`src/common/acc_pkg.sv`:
```
package acc_pkg;
  // Register offsets (byte addresses on the plain register port)
  localparam logic [3:0] OFS_SC1 = 4'h0;
  localparam logic [3:0] OFS_SC2 = 4'h1;
  localparam logic [3:0] OFS_RESH = 4'h2;
  localparam logic [3:0] OFS_RESL = 4'h3;
  localparam logic [3:0] OFS_CVH = 4'h4;
  localparam logic [3:0] OFS_CVL = 4'h5;
  localparam logic [3:0] OFS_CFG = 4'h6;
  localparam logic [3:0] OFS_PIN_LOW = 4'h7;
  localparam logic [3:0] OFS_PIN_MID = 4'h8;
  localparam logic [3:0] OFS_PIN_HIGH = 4'h9;
  // Status-control one fields
  localparam int SC1_DONE = 7;
  localparam int SC1_IRQEN = 6;
  localparam int SC1_CONT = 5;
  localparam int SC1_CH_LSB = 0;
  localparam int CH_W = 5;
  localparam logic [4:0] CH_DISABLED = 5'h1F;
  localparam logic [7:0] SC1_RESET = 8'h1F;
  // Status-control two fields
  localparam int SC2_BUSY = 7;
  localparam int SC2_TRIG = 6;
  localparam int SC2_CMPEN = 5;
  localparam int SC2_CMPGT = 4;
  // Configuration fields
  localparam int CFG_DIV_LSB = 5;
  localparam int CFG_MODE_LSB = 2;
  localparam int CFG_CLK_LSB = 0;
  // Resolution encodings
  localparam logic [1:0] MODE_8 = 2'h0;
  localparam logic [1:0] MODE_12 = 2'h1;
  localparam logic [1:0] MODE_10 = 2'h2;
  // Clock source encodings
  localparam logic [1:0] CLK_BUS = 2'h0;
  localparam logic [1:0] CLK_BUS_HALF = 2'h1;
  localparam logic [1:0] CLK_ALT = 2'h2;
  localparam logic [1:0] CLK_ASYNC = 2'h3;
  // Raw result widths
  localparam int RAW_W = 12;
  localparam int RAW8_W = 9;
  // Last tick index of one conversion; 24 converter clock toggles in all
  localparam logic [4:0] CONV_CYCLES = 5'h17;
  // Conversion states
  typedef enum logic [1:0] {ST_IDLE, ST_CONV, ST_DONE} acc_state_t;
endpackage

```
`src/rtl/acc_top.sv`:
```
// Design decisions made here: the register offsets and strobed register access.
`timescale 1ns/1ps
module acc_top #(
  parameter int NPINS = 24
) (
  input wire logic clk,
  input wire logic rstn,
  input wire logic [3:0] addr,
  input wire logic [7:0] wdata,
  input wire logic wr,
  input wire logic rd,
  output logic [7:0] rdata,
  input wire logic alternate_clock,
  input wire logic internal_async_clock,
  input wire logic hw_trigger_input,
  input wire logic low_power_hold,
  input wire logic [acc_pkg::RAW_W-1:0] sar_result,
  output logic converter_clock,
  output logic sar_sample,
  output logic sar_active,
  output logic async_clock_run,
  output logic complete_irq,
  output logic [NPINS-1:0] pin_hiz,
  output logic [NPINS-1:0] pin_input_off,
  output logic [NPINS-1:0] pin_pullup_off
);
  // Elaboration guard: the three override banks are fixed at 8 bits each
  if (NPINS != 24) begin : g_npins_check
    $error("acc_top: NPINS must be 24");
  end

  // Sequencer state type, named before the record that holds it
  typedef acc_pkg::acc_state_t acc_state_t;

  // Module state in one record, rdata, ck_out and irq included; the pin override and status output flops are kept apart
  typedef struct packed {
    logic [7:0] sc1;
    logic [7:0] sc2;
    logic [7:0] cfg;
    logic [7:0] cvh;
    logic [7:0] cvl;
    logic [7:0] resh;
    logic [7:0] resl;
    logic [7:0] pin_low;
    logic [7:0] analog_pin_override_mid;
    logic [7:0] analog_pin_override_high;
    logic [7:0] rdata;
    logic hi_read;
    logic [2:0] div_cnt;
    logic half_tgl;
    logic [1:0] alt_sync;
    logic [1:0] async_sync;
    logic [1:0] trig_sync;
    logic alt_prev;
    logic async_prev;
    logic trig_prev;
    logic [4:0] cyc;
    acc_state_t st;
    logic cont_run;
    logic ck_out;
    logic irq;
  } acc_st_t;

  acc_st_t s_reg;
  acc_st_t s_next;

  // Decoded fields
  logic [1:0] mode;
  logic [1:0] clk_sel;
  logic [1:0] div_sel;
  logic [4:0] chan;
  logic src_tick;
  logic converter_clock_tick;
  logic trig_rise;
  logic [2:0] div_mask;
  logic [12:0] rnd10;
  logic [9:0] rnd8;
  logic [11:0] fmt;
  logic [11:0] cmpv;
  logic cmp_true;
  logic [11:0] diff;
  logic cont;
  logic sw_start;
  logic blocked;

  assign mode = s_reg.cfg[acc_pkg::CFG_MODE_LSB +: 2];
  assign clk_sel = s_reg.cfg[acc_pkg::CFG_CLK_LSB +: 2];
  assign div_sel = s_reg.cfg[acc_pkg::CFG_DIV_LSB +: 2];
  assign chan = s_reg.sc1[acc_pkg::SC1_CH_LSB +: acc_pkg::CH_W];
  assign cont = s_reg.sc1[acc_pkg::SC1_CONT];

  // Source tick per selected clock; alternate and async are pin clocks
  // sampled through two flops, so they must run below half of clk
  always_comb begin
    case (clk_sel)
      acc_pkg::CLK_BUS: src_tick = 1'b1;
      acc_pkg::CLK_BUS_HALF: src_tick = s_reg.half_tgl;
      acc_pkg::CLK_ALT: src_tick = s_reg.alt_sync[1] & ~s_reg.alt_prev;
      default: src_tick = s_reg.async_sync[1] & ~s_reg.async_prev;
    endcase
  end

  // Divide ratio as a counter mask
  always_comb begin
    case (div_sel)
      2'h0: div_mask = 3'h0;
      2'h1: div_mask = 3'h1;
      2'h2: div_mask = 3'h3;
      default: div_mask = 3'h7;
    endcase
  end
  assign converter_clock_tick = src_tick && ((s_reg.div_cnt & div_mask) == div_mask);

  // Trigger edge after synchroniser
  assign trig_rise = s_reg.trig_sync[1] & ~s_reg.trig_prev;

  // Result formatting and rounding
  always_comb begin
    rnd10 = {1'b0, sar_result} + 13'h0002;
    rnd8 = {1'b0, sar_result[11:3]} + 10'h001;
    case (mode)
      acc_pkg::MODE_12: fmt = sar_result;
      acc_pkg::MODE_10: fmt = rnd10[12] ? 12'h3FF : {2'h0, rnd10[11:2]};
      default: fmt = rnd8[9] ? 12'h0FF : {4'h0, rnd8[8:1]};
    endcase
  end

  // Compare against the programmed value in the active width
  always_comb begin
    case (mode)
      acc_pkg::MODE_12: cmpv = {s_reg.cvh[3:0], s_reg.cvl};
      acc_pkg::MODE_10: cmpv = {2'h0, s_reg.cvh[1:0], s_reg.cvl};
      default: cmpv = {4'h0, s_reg.cvl};
    endcase
    diff = fmt - cmpv;
    cmp_true = s_reg.sc2[acc_pkg::SC2_CMPGT] ? (fmt >= cmpv)
                                              : (fmt < cmpv);
  end

  // Interlock only outside 8-bit mode
  assign blocked = s_reg.hi_read &&
                   (mode != acc_pkg::MODE_8);
  assign sw_start = wr && (addr == acc_pkg::OFS_SC1) &&
                    (wdata[acc_pkg::SC1_CH_LSB +: acc_pkg::CH_W] !=
                     acc_pkg::CH_DISABLED);

  // Next-state logic: bus, clocking and conversion sequencing
  always_comb begin
    s_next = s_reg;
    s_next.rdata = 8'h00;
    s_next.alt_sync = {s_reg.alt_sync[0], alternate_clock};
    s_next.async_sync = {s_reg.async_sync[0], internal_async_clock};
    s_next.trig_sync = {s_reg.trig_sync[0], hw_trigger_input};
    s_next.alt_prev = s_reg.alt_sync[1];
    s_next.async_prev = s_reg.async_sync[1];
    s_next.trig_prev = s_reg.trig_sync[1];
    s_next.half_tgl = ~s_reg.half_tgl;
    if (src_tick) begin
      s_next.div_cnt = s_reg.div_cnt + 3'h1;
    end
    // Converter clock toggles only while converting, else held low
    if (s_reg.st == acc_pkg::ST_CONV && converter_clock_tick) begin
      s_next.ck_out = ~s_reg.ck_out;
      s_next.cyc = s_reg.cyc + 5'h01;
    end
    if (s_reg.st != acc_pkg::ST_CONV) begin
      s_next.ck_out = 1'b0;
    end

    // Conversion sequencer
    case (s_reg.st)
      acc_pkg::ST_IDLE: begin
        if (s_reg.sc2[acc_pkg::SC2_TRIG] && trig_rise &&
            chan != acc_pkg::CH_DISABLED) begin
          s_next.st = acc_pkg::ST_CONV;
          s_next.cyc = 5'h00;
          s_next.cont_run = cont;
        end
      end
      acc_pkg::ST_CONV: begin
        // Edges during conversion and continuous runs are dropped
        if (converter_clock_tick && s_reg.cyc == acc_pkg::CONV_CYCLES) begin
          s_next.st = acc_pkg::ST_DONE;
        end
      end
      default: begin
        // Transfer stage
        if (s_reg.sc2[acc_pkg::SC2_CMPEN] && !cmp_true) begin
          // Compare false: nothing transferred, blocking moot
          s_next.st = cont ? acc_pkg::ST_CONV : acc_pkg::ST_IDLE;
        end else if (blocked) begin
          s_next.st = acc_pkg::ST_CONV;
        end else begin
          if (s_reg.sc2[acc_pkg::SC2_CMPEN]) begin
            s_next.resh = {4'h0, diff[11:8]};
            s_next.resl = diff[7:0];
          end else begin
            s_next.resh = {4'h0, fmt[11:8]};
            s_next.resl = fmt[7:0];
          end
          s_next.sc1[acc_pkg::SC1_DONE] = 1'b1;
          s_next.st = cont ? acc_pkg::ST_CONV : acc_pkg::ST_IDLE;
        end
        s_next.cyc = 5'h00;
      end
    endcase
    if (s_reg.st == acc_pkg::ST_IDLE && s_reg.cont_run && !cont) begin
      s_next.cont_run = 1'b0;
    end

    // Register writes
    if (wr) begin
      if (addr == acc_pkg::OFS_SC1) begin
        s_next.sc1 = {1'b0, wdata[6:0]};
        s_next.st = acc_pkg::ST_IDLE;
        s_next.cyc = 5'h00;
        if (sw_start && !s_reg.sc2[acc_pkg::SC2_TRIG]) begin
          s_next.st = acc_pkg::ST_CONV;
        end
      end else if (addr == acc_pkg::OFS_SC2) begin
        s_next.sc2 = {1'b0, wdata[6:4], 4'h0};
        s_next.st = acc_pkg::ST_IDLE;
      end else if (addr == acc_pkg::OFS_CFG) begin
        s_next.cfg = wdata;
        s_next.st = acc_pkg::ST_IDLE;
      end else if (addr == acc_pkg::OFS_CVH) begin
        s_next.cvh = wdata;
        s_next.st = acc_pkg::ST_IDLE;
      end else if (addr == acc_pkg::OFS_CVL) begin
        s_next.cvl = wdata;
        s_next.st = acc_pkg::ST_IDLE;
      end else if (addr == acc_pkg::OFS_PIN_LOW) begin
        s_next.pin_low = wdata;
      end else if (addr == acc_pkg::OFS_PIN_MID) begin
        s_next.analog_pin_override_mid = wdata;
      end else if (addr == acc_pkg::OFS_PIN_HIGH) begin
        s_next.analog_pin_override_high = wdata;
      end
    end

    // Register reads; result reads drive the interlock
    if (rd) begin
      if (addr == acc_pkg::OFS_SC1) begin
        s_next.rdata = s_reg.sc1;
      end else if (addr == acc_pkg::OFS_SC2) begin
        s_next.rdata = {(s_reg.st != acc_pkg::ST_IDLE), s_reg.sc2[6:0]};
      end else if (addr == acc_pkg::OFS_RESH) begin
        s_next.rdata = s_reg.resh;
        s_next.hi_read = 1'b1;
      end else if (addr == acc_pkg::OFS_RESL) begin
        s_next.rdata = s_reg.resl;
        s_next.hi_read = 1'b0;
        // Reading the low byte acknowledges the result
        s_next.sc1[acc_pkg::SC1_DONE] = 1'b0;
      end else if (addr == acc_pkg::OFS_CVH) begin
        s_next.rdata = s_reg.cvh;
      end else if (addr == acc_pkg::OFS_CVL) begin
        s_next.rdata = s_reg.cvl;
      end else if (addr == acc_pkg::OFS_CFG) begin
        s_next.rdata = s_reg.cfg;
      end else if (addr == acc_pkg::OFS_PIN_LOW) begin
        s_next.rdata = s_reg.pin_low;
      end else if (addr == acc_pkg::OFS_PIN_MID) begin
        s_next.rdata = s_reg.analog_pin_override_mid;
      end else if (addr == acc_pkg::OFS_PIN_HIGH) begin
        s_next.rdata = s_reg.analog_pin_override_high;
      end
    end
    // A transfer in the same cycle as the acknowledge keeps the flag
    if (s_reg.st == acc_pkg::ST_DONE && s_next.sc1[acc_pkg::SC1_DONE] == 1'b0
        && !(wr && addr == acc_pkg::OFS_SC1) && !blocked &&
        !(s_reg.sc2[acc_pkg::SC2_CMPEN] && !cmp_true)) begin
      s_next.sc1[acc_pkg::SC1_DONE] = 1'b1;
    end

    // Disabled channel, or hold request unless the async source is selected, parks the converter
    if (s_next.sc1[acc_pkg::SC1_CH_LSB +: acc_pkg::CH_W] ==
        acc_pkg::CH_DISABLED) begin
      s_next.st = acc_pkg::ST_IDLE;
    end
    if (low_power_hold && clk_sel != acc_pkg::CLK_ASYNC) begin
      s_next.st = acc_pkg::ST_IDLE;
    end
    s_next.irq = s_next.sc1[acc_pkg::SC1_DONE] &&
                 s_next.sc1[acc_pkg::SC1_IRQEN];
  end

  // State register
  always_ff @(posedge clk or negedge rstn) begin
    if (!rstn) begin
      s_reg <= '0;
      s_reg.sc1 <= acc_pkg::SC1_RESET;
      s_reg.st <= acc_pkg::ST_IDLE;
    end else begin
      s_reg <= s_next;
    end
  end

  // Pin override and status outputs
  logic [NPINS-1:0] ovr_reg;
  logic sample_reg;
  logic active_reg;
  logic async_run_reg;
  always_ff @(posedge clk or negedge rstn) begin
    if (!rstn) begin
      ovr_reg <= '0;
      sample_reg <= 1'b0;
      active_reg <= 1'b0;
      async_run_reg <= 1'b0;
    end else begin
      ovr_reg <= {s_next.analog_pin_override_high,
                  s_next.analog_pin_override_mid, s_next.pin_low};
      sample_reg <= (s_next.st == acc_pkg::ST_DONE);
      active_reg <= (s_next.st == acc_pkg::ST_CONV);
      async_run_reg <= (s_next.st == acc_pkg::ST_CONV) &&
                       (clk_sel == acc_pkg::CLK_ASYNC);
    end
  end

  assign rdata = s_reg.rdata;
  assign converter_clock = s_reg.ck_out;
  assign complete_irq = s_reg.irq;
  assign sar_sample = sample_reg;
  assign sar_active = active_reg;
  assign async_clock_run = async_run_reg;
  assign pin_hiz = ovr_reg;
  assign pin_input_off = ovr_reg;
  assign pin_pullup_off = ovr_reg;

  // Checks
  property p_irq_follows_flag;
    @(posedge clk) disable iff (!rstn)
      (s_reg.sc1[acc_pkg::SC1_DONE] && s_reg.sc1[acc_pkg::SC1_IRQEN])
        |-> complete_irq;
  endproperty
  a_irq_follows_flag: assert property (p_irq_follows_flag)
    else $error("irq missing with done flag");

  property p_disabled_idle;
    @(posedge clk) disable iff (!rstn)
      (chan == acc_pkg::CH_DISABLED) |-> (s_reg.st == acc_pkg::ST_IDLE);
  endproperty
  a_disabled_idle: assert property (p_disabled_idle)
    else $error("converter active with channel disabled");

  property p_block_no_flag;
    @(posedge clk) disable iff (!rstn)
      (s_reg.st == acc_pkg::ST_DONE && blocked && !rd && !wr &&
       !s_reg.sc1[acc_pkg::SC1_DONE] && !s_reg.sc2[acc_pkg::SC2_CMPEN])
        |=> (!s_reg.sc1[acc_pkg::SC1_DONE] && s_reg.st == acc_pkg::ST_CONV);
  endproperty
  a_block_no_flag: assert property (p_block_no_flag)
    else $error("blocked transfer set the flag");

  property p_sw_start;
    @(posedge clk) disable iff (!rstn)
      (sw_start && !s_reg.sc2[acc_pkg::SC2_TRIG] && !low_power_hold)
        |=> (s_reg.st == acc_pkg::ST_CONV);
  endproperty
  a_sw_start: assert property (p_sw_start)
    else $error("software write did not start");

  property p_abort;
    @(posedge clk) disable iff (!rstn)
      (wr && addr == acc_pkg::OFS_CFG) |=> (s_reg.st == acc_pkg::ST_IDLE);
  endproperty
  a_abort: assert property (p_abort)
    else $error("config write did not abort");

  property p_pins;
    @(posedge clk) disable iff (!rstn)
      (wr && addr == acc_pkg::OFS_PIN_MID) |=> (pin_hiz[15:8] == $past(wdata));
  endproperty
  a_pins: assert property (p_pins)
    else $error("pin override not applied");

  property p_clock_idle;
    @(posedge clk) disable iff (!rstn)
      (s_reg.st == acc_pkg::ST_IDLE) |=> !converter_clock;
  endproperty
  a_clock_idle: assert property (p_clock_idle)
    else $error("converter clock runs while idle");

  property p_trig_ignored;
    @(posedge clk) disable iff (!rstn)
      (s_reg.st == acc_pkg::ST_CONV && trig_rise && !wr && !low_power_hold
       && !(converter_clock_tick && s_reg.cyc == acc_pkg::CONV_CYCLES))
        |=> (s_reg.cyc == $past(s_reg.cyc) ||
             s_reg.cyc == $past(s_reg.cyc) + 5'h01);
  endproperty
  a_trig_ignored: assert property (p_trig_ignored)
    else $error("trigger restarted a conversion");
endmodule

```
`config.mk`:
```
export PLATFORM = sky130hd
export DESIGN_NAME = acc_top
export DESIGN_NICKNAME = d
export VERILOG_FILES = /design/src/common/acc_pkg.sv /design/src/rtl/acc_top.sv
export SDC_FILE = /design/constraint.sdc
export NUM_CORES = 1
export LEC_CHECK = 0
export BUFFER_PORTS_ARGS = -buffer_cell sky130_fd_sc_hd__buf_2
export CORE_AREA = 3 3 109 111
export CTS_BUF_LIST = sky130_fd_sc_hd__clkbuf_2
export CTS_CLUSTER_DIAMETER = 120
export DETAILED_ROUTE_END_ITERATION = 12
export DIE_AREA = 0 0 112 114
export PLACE_DENSITY = 0.86
export SLEW_MARGIN = 15
export SYNTH_ARGS = -nofsm -noshare
export SYNTH_HDL_FRONTEND = slang
export SYNTH_SLANG_ARGS = --single-unit
```
`constraint.sdc`:
```
create_clock -name clk -period 6.4 [get_ports clk]
set_input_delay 1.92 -clock clk [delete_from_list [all_inputs] [get_ports clk]]
set_output_delay 1.92 -clock clk [all_outputs]
set_load 0.01 [all_outputs]
```
Word-level counts from Yosys, hierarchy flattened
Index checks and enable logic that the tools add are counted.
Widths: inputs -> output; s select.
{"block": "word_totals", "wordCells": 190, "output_inout_bits": 85, "inputBits": 32, "reg_bits": 133}
{"block": "classes", "n_reduce_logical": 38, "magnitude_cmp": 2, "n_mux": 72, "bitwise": 17, "n_eq_ne": 27, "add_sub_neg": 5}
{"cell": "$mux 24", "count": 7}
{"cell": "$mux 8", "count": 20}
{"cell": "$pmux 12 s2", "count": 2}
{"cell": "$mux 40", "count": 1}
{"cell": "$mux 16", "count": 2}
{"cell": "$mux 31", "count": 1}
{"cell": "$mux 1", "count": 19}
{"cell": "$mux 9", "count": 2}
{"cell": "$logic_and 1x1->1", "count": 17}
{"cell": "$eq 4x3->1 const B", "count": 4}
{"cell": "$mux 2", "count": 8}
{"cell": "$mux 7", "count": 2}
{"cell": "$add 12x2->13 const B", "count": 1}
{"cell": "$not 1->1", "count": 13}
{"cell": "$eq 2x2->1 const B", "count": 6}
{"cell": "$ge 12x12->1", "count": 1}
{"cell": "$lt 12x12->1", "count": 1}
{"cell": "$mux 12", "count": 1}
{"cell": "$sub 12x12->12", "count": 1}
{"cell": "$add 9x1->10 const B", "count": 1}
{"cell": "$eq 2x1->1 const B", "count": 5}
{"cell": "$eq 5x5->1 const B", "count": 2}
{"cell": "$mux 10", "count": 1}
{"cell": "$mux 5", "count": 2}
{"cell": "other kinds (25)", "count": 41}

Logic depth before layout (Yosys ltp)
{"block": "depth", "word_depth": 23, "depth_mapped": 15, "depth_no_buf": 13}

Least setup slack after synthesis
No wires, ideal clock.
{"block": "synth_path", "kind": "in2reg", "from": "input sar_result[6] (netlist bit)", "to": "register s_reg[111] (netlist bit)", "path_buffers": 2, "arrival_time_ns": 4.555, "setup_time_ns": 0.121, "required_ns": 6.279, "stages": 15, "setup_slack_ns": 1.724, "cell_sequence": "buf_2 > nand4_1 > nor3_2 > a21boi_1 > a22o_1 > ha_1 > inv_1 > fa_1 > nand3_1 > a21oi_1 > or4_1 > and4_4 > buf_6 > a22oi_2 > nor2_1"}
{"item": "start, declared", "line": "acc_top.sv:17", "text": "input wire logic [acc_pkg::RAW_W-1:0] sar_result,"}
{"item": "end signal, assigned", "line": "acc_top.sv:295", "text": "s_reg <= s_next;"}
{"item": "end, declared", "line": "acc_top.sv:64", "text": "acc_st_t s_reg;"}

Worst setup path after layout
{"block": "layout_path", "from": "input sar_result[3] (netlist bit)", "to": "register s_reg[58] (netlist bit)"}
{"block": "layout_between", "elab_chain_cells": 9, "word_cells_on_any_way": 14, "cone_classes": "add/sub (3); order compare (2); mux (5); bitwise (1); reduce/logical (3)"}
{"item": "$add 12x2->13 or $add 9x1->10 (tied branches)", "line": "acc_top.sv:119, acc_top.sv:120"}
{"item": "$mux 10 or $mux 8 (tied branches)", "line": "acc_top.sv:123, acc_top.sv:124"}
{"item": "$pmux 12 s2 *", "line": "acc_top.sv:121", "text": "case (mode)"}
{"item": "$lt 12x12->1 or $ge 12x12->1 (tied branches)", "line": "acc_top.sv:137, acc_top.sv:136"}
{"item": "$mux 1", "line": "acc_top.sv:136", "text": "cmp_true = s_reg.sc2[acc_pkg::SC2_CMPGT] ? (fmt >= cmpv)"}
{"item": "$logic_not 1->1", "line": "acc_top.sv:188", "text": "if (s_reg.sc2[acc_pkg::SC2_CMPEN] && !cmp_true) begin"}
{"item": "$logic_and 1x1->1", "line": "acc_top.sv:188"}
{"item": "$not 1->1 (no source line)"}
{"item": "$reduce_and 3->1 (no source line)"}
Every way passes the cells marked *; elsewhere a longest branch is shown, timed or not.
A chain may end at the register's enable or synchronous reset.

==> results <==
- The run finished with clean final reports.
- After detailed routing, the average wire length per cell comes to 19.2 um.
- For this run, design rule violations remaining after detail routing come to 0.
- The worst-case reg-to-reg path depth is 11.
- The post-placement cell count is 871.
- The share of layout cells above drive strength 1 is 27.0%.
- The number of max-cap violations is 0.
- The number of design-rule violations left by the first detailed-router iteration is 631.
- Counting flops with an async set or reset pin after synthesis yields a share of 100%.
- After global routing the overflow that remains totals 0.
- The distinct cell type count of the synthesized netlist is 81.
- In this run, post-CTS repair resized a total of 0 instances.
- Counting every sink on the clock net gives 105.
- The instance count along the most critical hold path is 0.
- Counting every net in the synthesized netlist gives 775.
- Setup violations remaining at the end of the flow were counted as 0.
- Adding up every negative setup slack in the final design gives 0 ps.
- The count of endpoints failing hold in the final timing report is 0.
- From left edge to right edge, the die measures 112 um.
- Clock tree synthesis selected as its root buffer the cell sky130_fd_sc_hd__clkbuf_2.
- Sequential cells account for 40.1% of the total power.
- The number of flip-flops in the largest register is 50.
- The total number of nets in the final design is 794.
- The stage delay of the slowest cell on the critical path is 450 ps.
- The final critical-path required period is 4620 ps.
- For this run, the total global-route usage over all layers was measured as 27.1%.
- The worst setup path is captured at a flip-flop.
- The highest net fanout along the worst path is 22.
- Summed over all nets, the switching power comes to 923 uW.
- Once the clock tree was built, the setup fixing pass inserted 0 buffers.
- The flip-flop and latch count after synthesis is 105.
- Walking the worst path, the cells encountered are buf_2 -> ha_1 -> and4_1 -> nand3_1 -> xnor2_1 -> a22oi_1 -> a22oi_1 -> ha_1 -> a21o_1 -> o21bai_1 -> or4_1 -> and4_4 -> mux2_1.
- The cell area after placement is 6890 um^2.
- The fraction of post-synthesis cell area in the top cell type by area is 36.4%.
- TritonCTS built the clock tree.
- Clock tree synthesis inserted a total of 9 buffers.
- In this run the tool buffered the top-level ports with 116 buffer cells.
- The number of levels in the clock H-tree is 3.
- Setup repair after global routing left no endpoint under its margin.
- Across the VDD grid, the largest voltage drop is 173 uV.
- The total of hold buffers inserted after clock tree synthesis is 0.
- The y dimension of the die is 114 um.
- Combinational logic is responsible for 47.8% of the overall power.
- The number of synthesis warnings is 0.
- The floorplan step defined a die boundary enclosing 12800 um^2.
- Synthesis handed over a netlist of 723 instances.
- The initialized floorplan defines 38 standard-cell rows.
- The region available for standard cell placement spans 10900 um^2.
- The placed wire-length estimate is 12800 um.
- For this run, the top clock speed supported by timing is 217 MHz.
- The completed layout was analyzed and its total power is 2210 uW.
- The congestion estimate from routability-driven global placement came to 1.01.
- The final route contains 5533 vias.
- The post-CTS clock slew at the launch and capture registers of the worst setup and hold paths is 260 ps.
- Of the total power, the share spent switching nets is 41.7%.
- Dividing the final minimum period by the clock period gives 72.1%.
- Using the TritonRoute via totals, the vias-per-cell ratio works out to 6.24.
- The final antenna-violating net count is 0.
- The worst hold path belongs to the class flip-flop to flip-flop.
- The clock latency at the later pin of the worst-skew pair is 590 ps.
- The worst slew margin relative to its limit is 35.7%.
- The biggest area contributor in the post-synthesis netlist is sky130_fd_sc_hd__dfrtp_1.
- Among all flip-flop cells after synthesis, the most frequent one is sky130_fd_sc_hd__dfrtp_1.
- At the pin with the least slew margin, the transition time is 965 ps.
- In the layout the commonest cells are sky130_fd_sc_hd__buf_2 (115), sky130_fd_sc_hd__dfrtp_1 (100), sky130_fd_sc_hd__nand2_1 (86).
- The critical path startpoint category is an input port.
- The global-route wire length before repair is 27800 um.
- The clock power share is 12.1%.
- The worst setup path is of the input port to flip-flop kind.
- Relative to the synthesized area, the layout overhead comes to 1.51%.
- In this run the count of I/O pins placed on the die edge is 117.
- The slowest library cell on the worst path is sky130_fd_sc_hd__or4_1.
- The final instance area is 6970 um^2.
- For this design the static power due to leakage is 0.00328 uW.
- Cells fill 64.0% of the core in the end.
- The library cell used most frequently in the layout, excluding fill and tap cells, is sky130_fd_sc_hd__buf_2.
- The number of max-slew violations in the final report is 0.
- Entering global routing, the biggest net connects 61 pins.
- Internal power comes to 1290 uW.
- Clock skew on the completed layout was measured at 36.4 ps.
- The sum of routed wire length over all layers is 17100 um.
- Leaving out filler cells and counting taps, the final layout contains 887.
- The mean post-synth cell area is 9.50 um^2.
- The maximum buffer depth of the clock tree is 2.
- The initial antenna violation count is 0.
- The endpoint arrival time on the critical path is 5080 ps.
- The pre-antenna-repair detailed-routing pass consisted of 5 iterations.
- At the worst endpoint, the required time is 6870 ps.
- The number of antenna diodes in the final layout is 0.
- Sorting the synthesized cells by area gives the leading types as sky130_fd_sc_hd__dfrtp_1 (36%), sky130_fd_sc_hd__buf_4 (9.2%), sky130_fd_sc_hd__mux2_2 (6.9%).
- The via count of the first global-routing pass is 5331.
- The starting density of the core is 63.1%.
- The area of the mapped netlist is 6870 um^2.
- The number of flops mapped to enable cells by yosys is 0.
- In this run the power density over the cells is 317 nW/um^2.
- The sequential cell area fraction in the yosys report is 38.4%.
## path summary, 6_finish.rpt
check | end | start | slack (ps)
max in group asynchronous | s_reg[75] | rstn | 3920
setup / recovery | s_reg[58] | sar_result[3] | 1780
hold / removal | s_next[10] | s_next[14] | 380
hold reg to reg | s_next[10] | s_next[14] | 380
setup reg to reg | s_reg[58] | mode[1] | 2510
min in group asynchronous | s_reg[21] | rstn | 1280
## worst max-delay path, delay by kind of cell
kind | cells | cell delay (ps)
AO/OA/AOI/OAI | 4 | 720
XOR/XNOR | 1 | 150
adder cells (fa/ha/maj) | 2 | 640
buffers and inverters | 1 | 150
multiplexers | 1 | 330
AND/OR/NAND/NOR | 4 | 1180
## cells by family after synthesis
group	synth area share, %
adders and majority gates	3.75
buffers and inverters	12.2
and+or+nand+nor	16.9
DFF	38.4
muxes	11.5
AOI/OAI and AO/OA	14.7
xor gates and xnor gates	2.55
## stage by stage
step                hold slack, ps  setup slack (ps)
finish                         384              1780
global route                   384              1520
CTS                            392              1850
detailed placement             345              1250
global placement               338              1370
floorplan                      331              1720
## synth_stat cells, drive strengths merged (14+ instances only)
master    n
nand3    19
o21ai    43
buf      97
nor2     38
nand2    86
inv      22
mux2i    26
dfrtp   100
ha       19
nor2b    14
mux2     43
a21oi    28
## area by class of cell
type | count | area, um^2
fillers | 876 | 3920
multi-input cells | 485 | 3390
flip-flops and latches | 105 | 2630
repair buffers | 118 | 598
well taps | 140 | 175
inverters | 23 | 86.3
clock buffers | 13 | 65.1
clock inverters | 3 | 18.8
## power groups by stage
stage                     registers [uW]  logic, uW  clock network [uW]
after floorplan                      859        899                   0
after global placement               886       1020                   0
after detailed placement             898       1040                   0
after CTS                            885       1050                 267
after global routing                 905       1170                 290
final                                888       1060                 267
## routing by layer
layer / vias to the layer above / GRT usage (%) / part of all wire (%)
met2: 267 / 46.4 / 48
met4: 0 / 8.81 / 2.9
met5: - / 0 / 0
met1: 2695 / 35.9 / 42
met3: 45 / 3.55 / 7.3
li1: 2526 / - / -
Note: power is estimated with default switching activity, not from simulation.
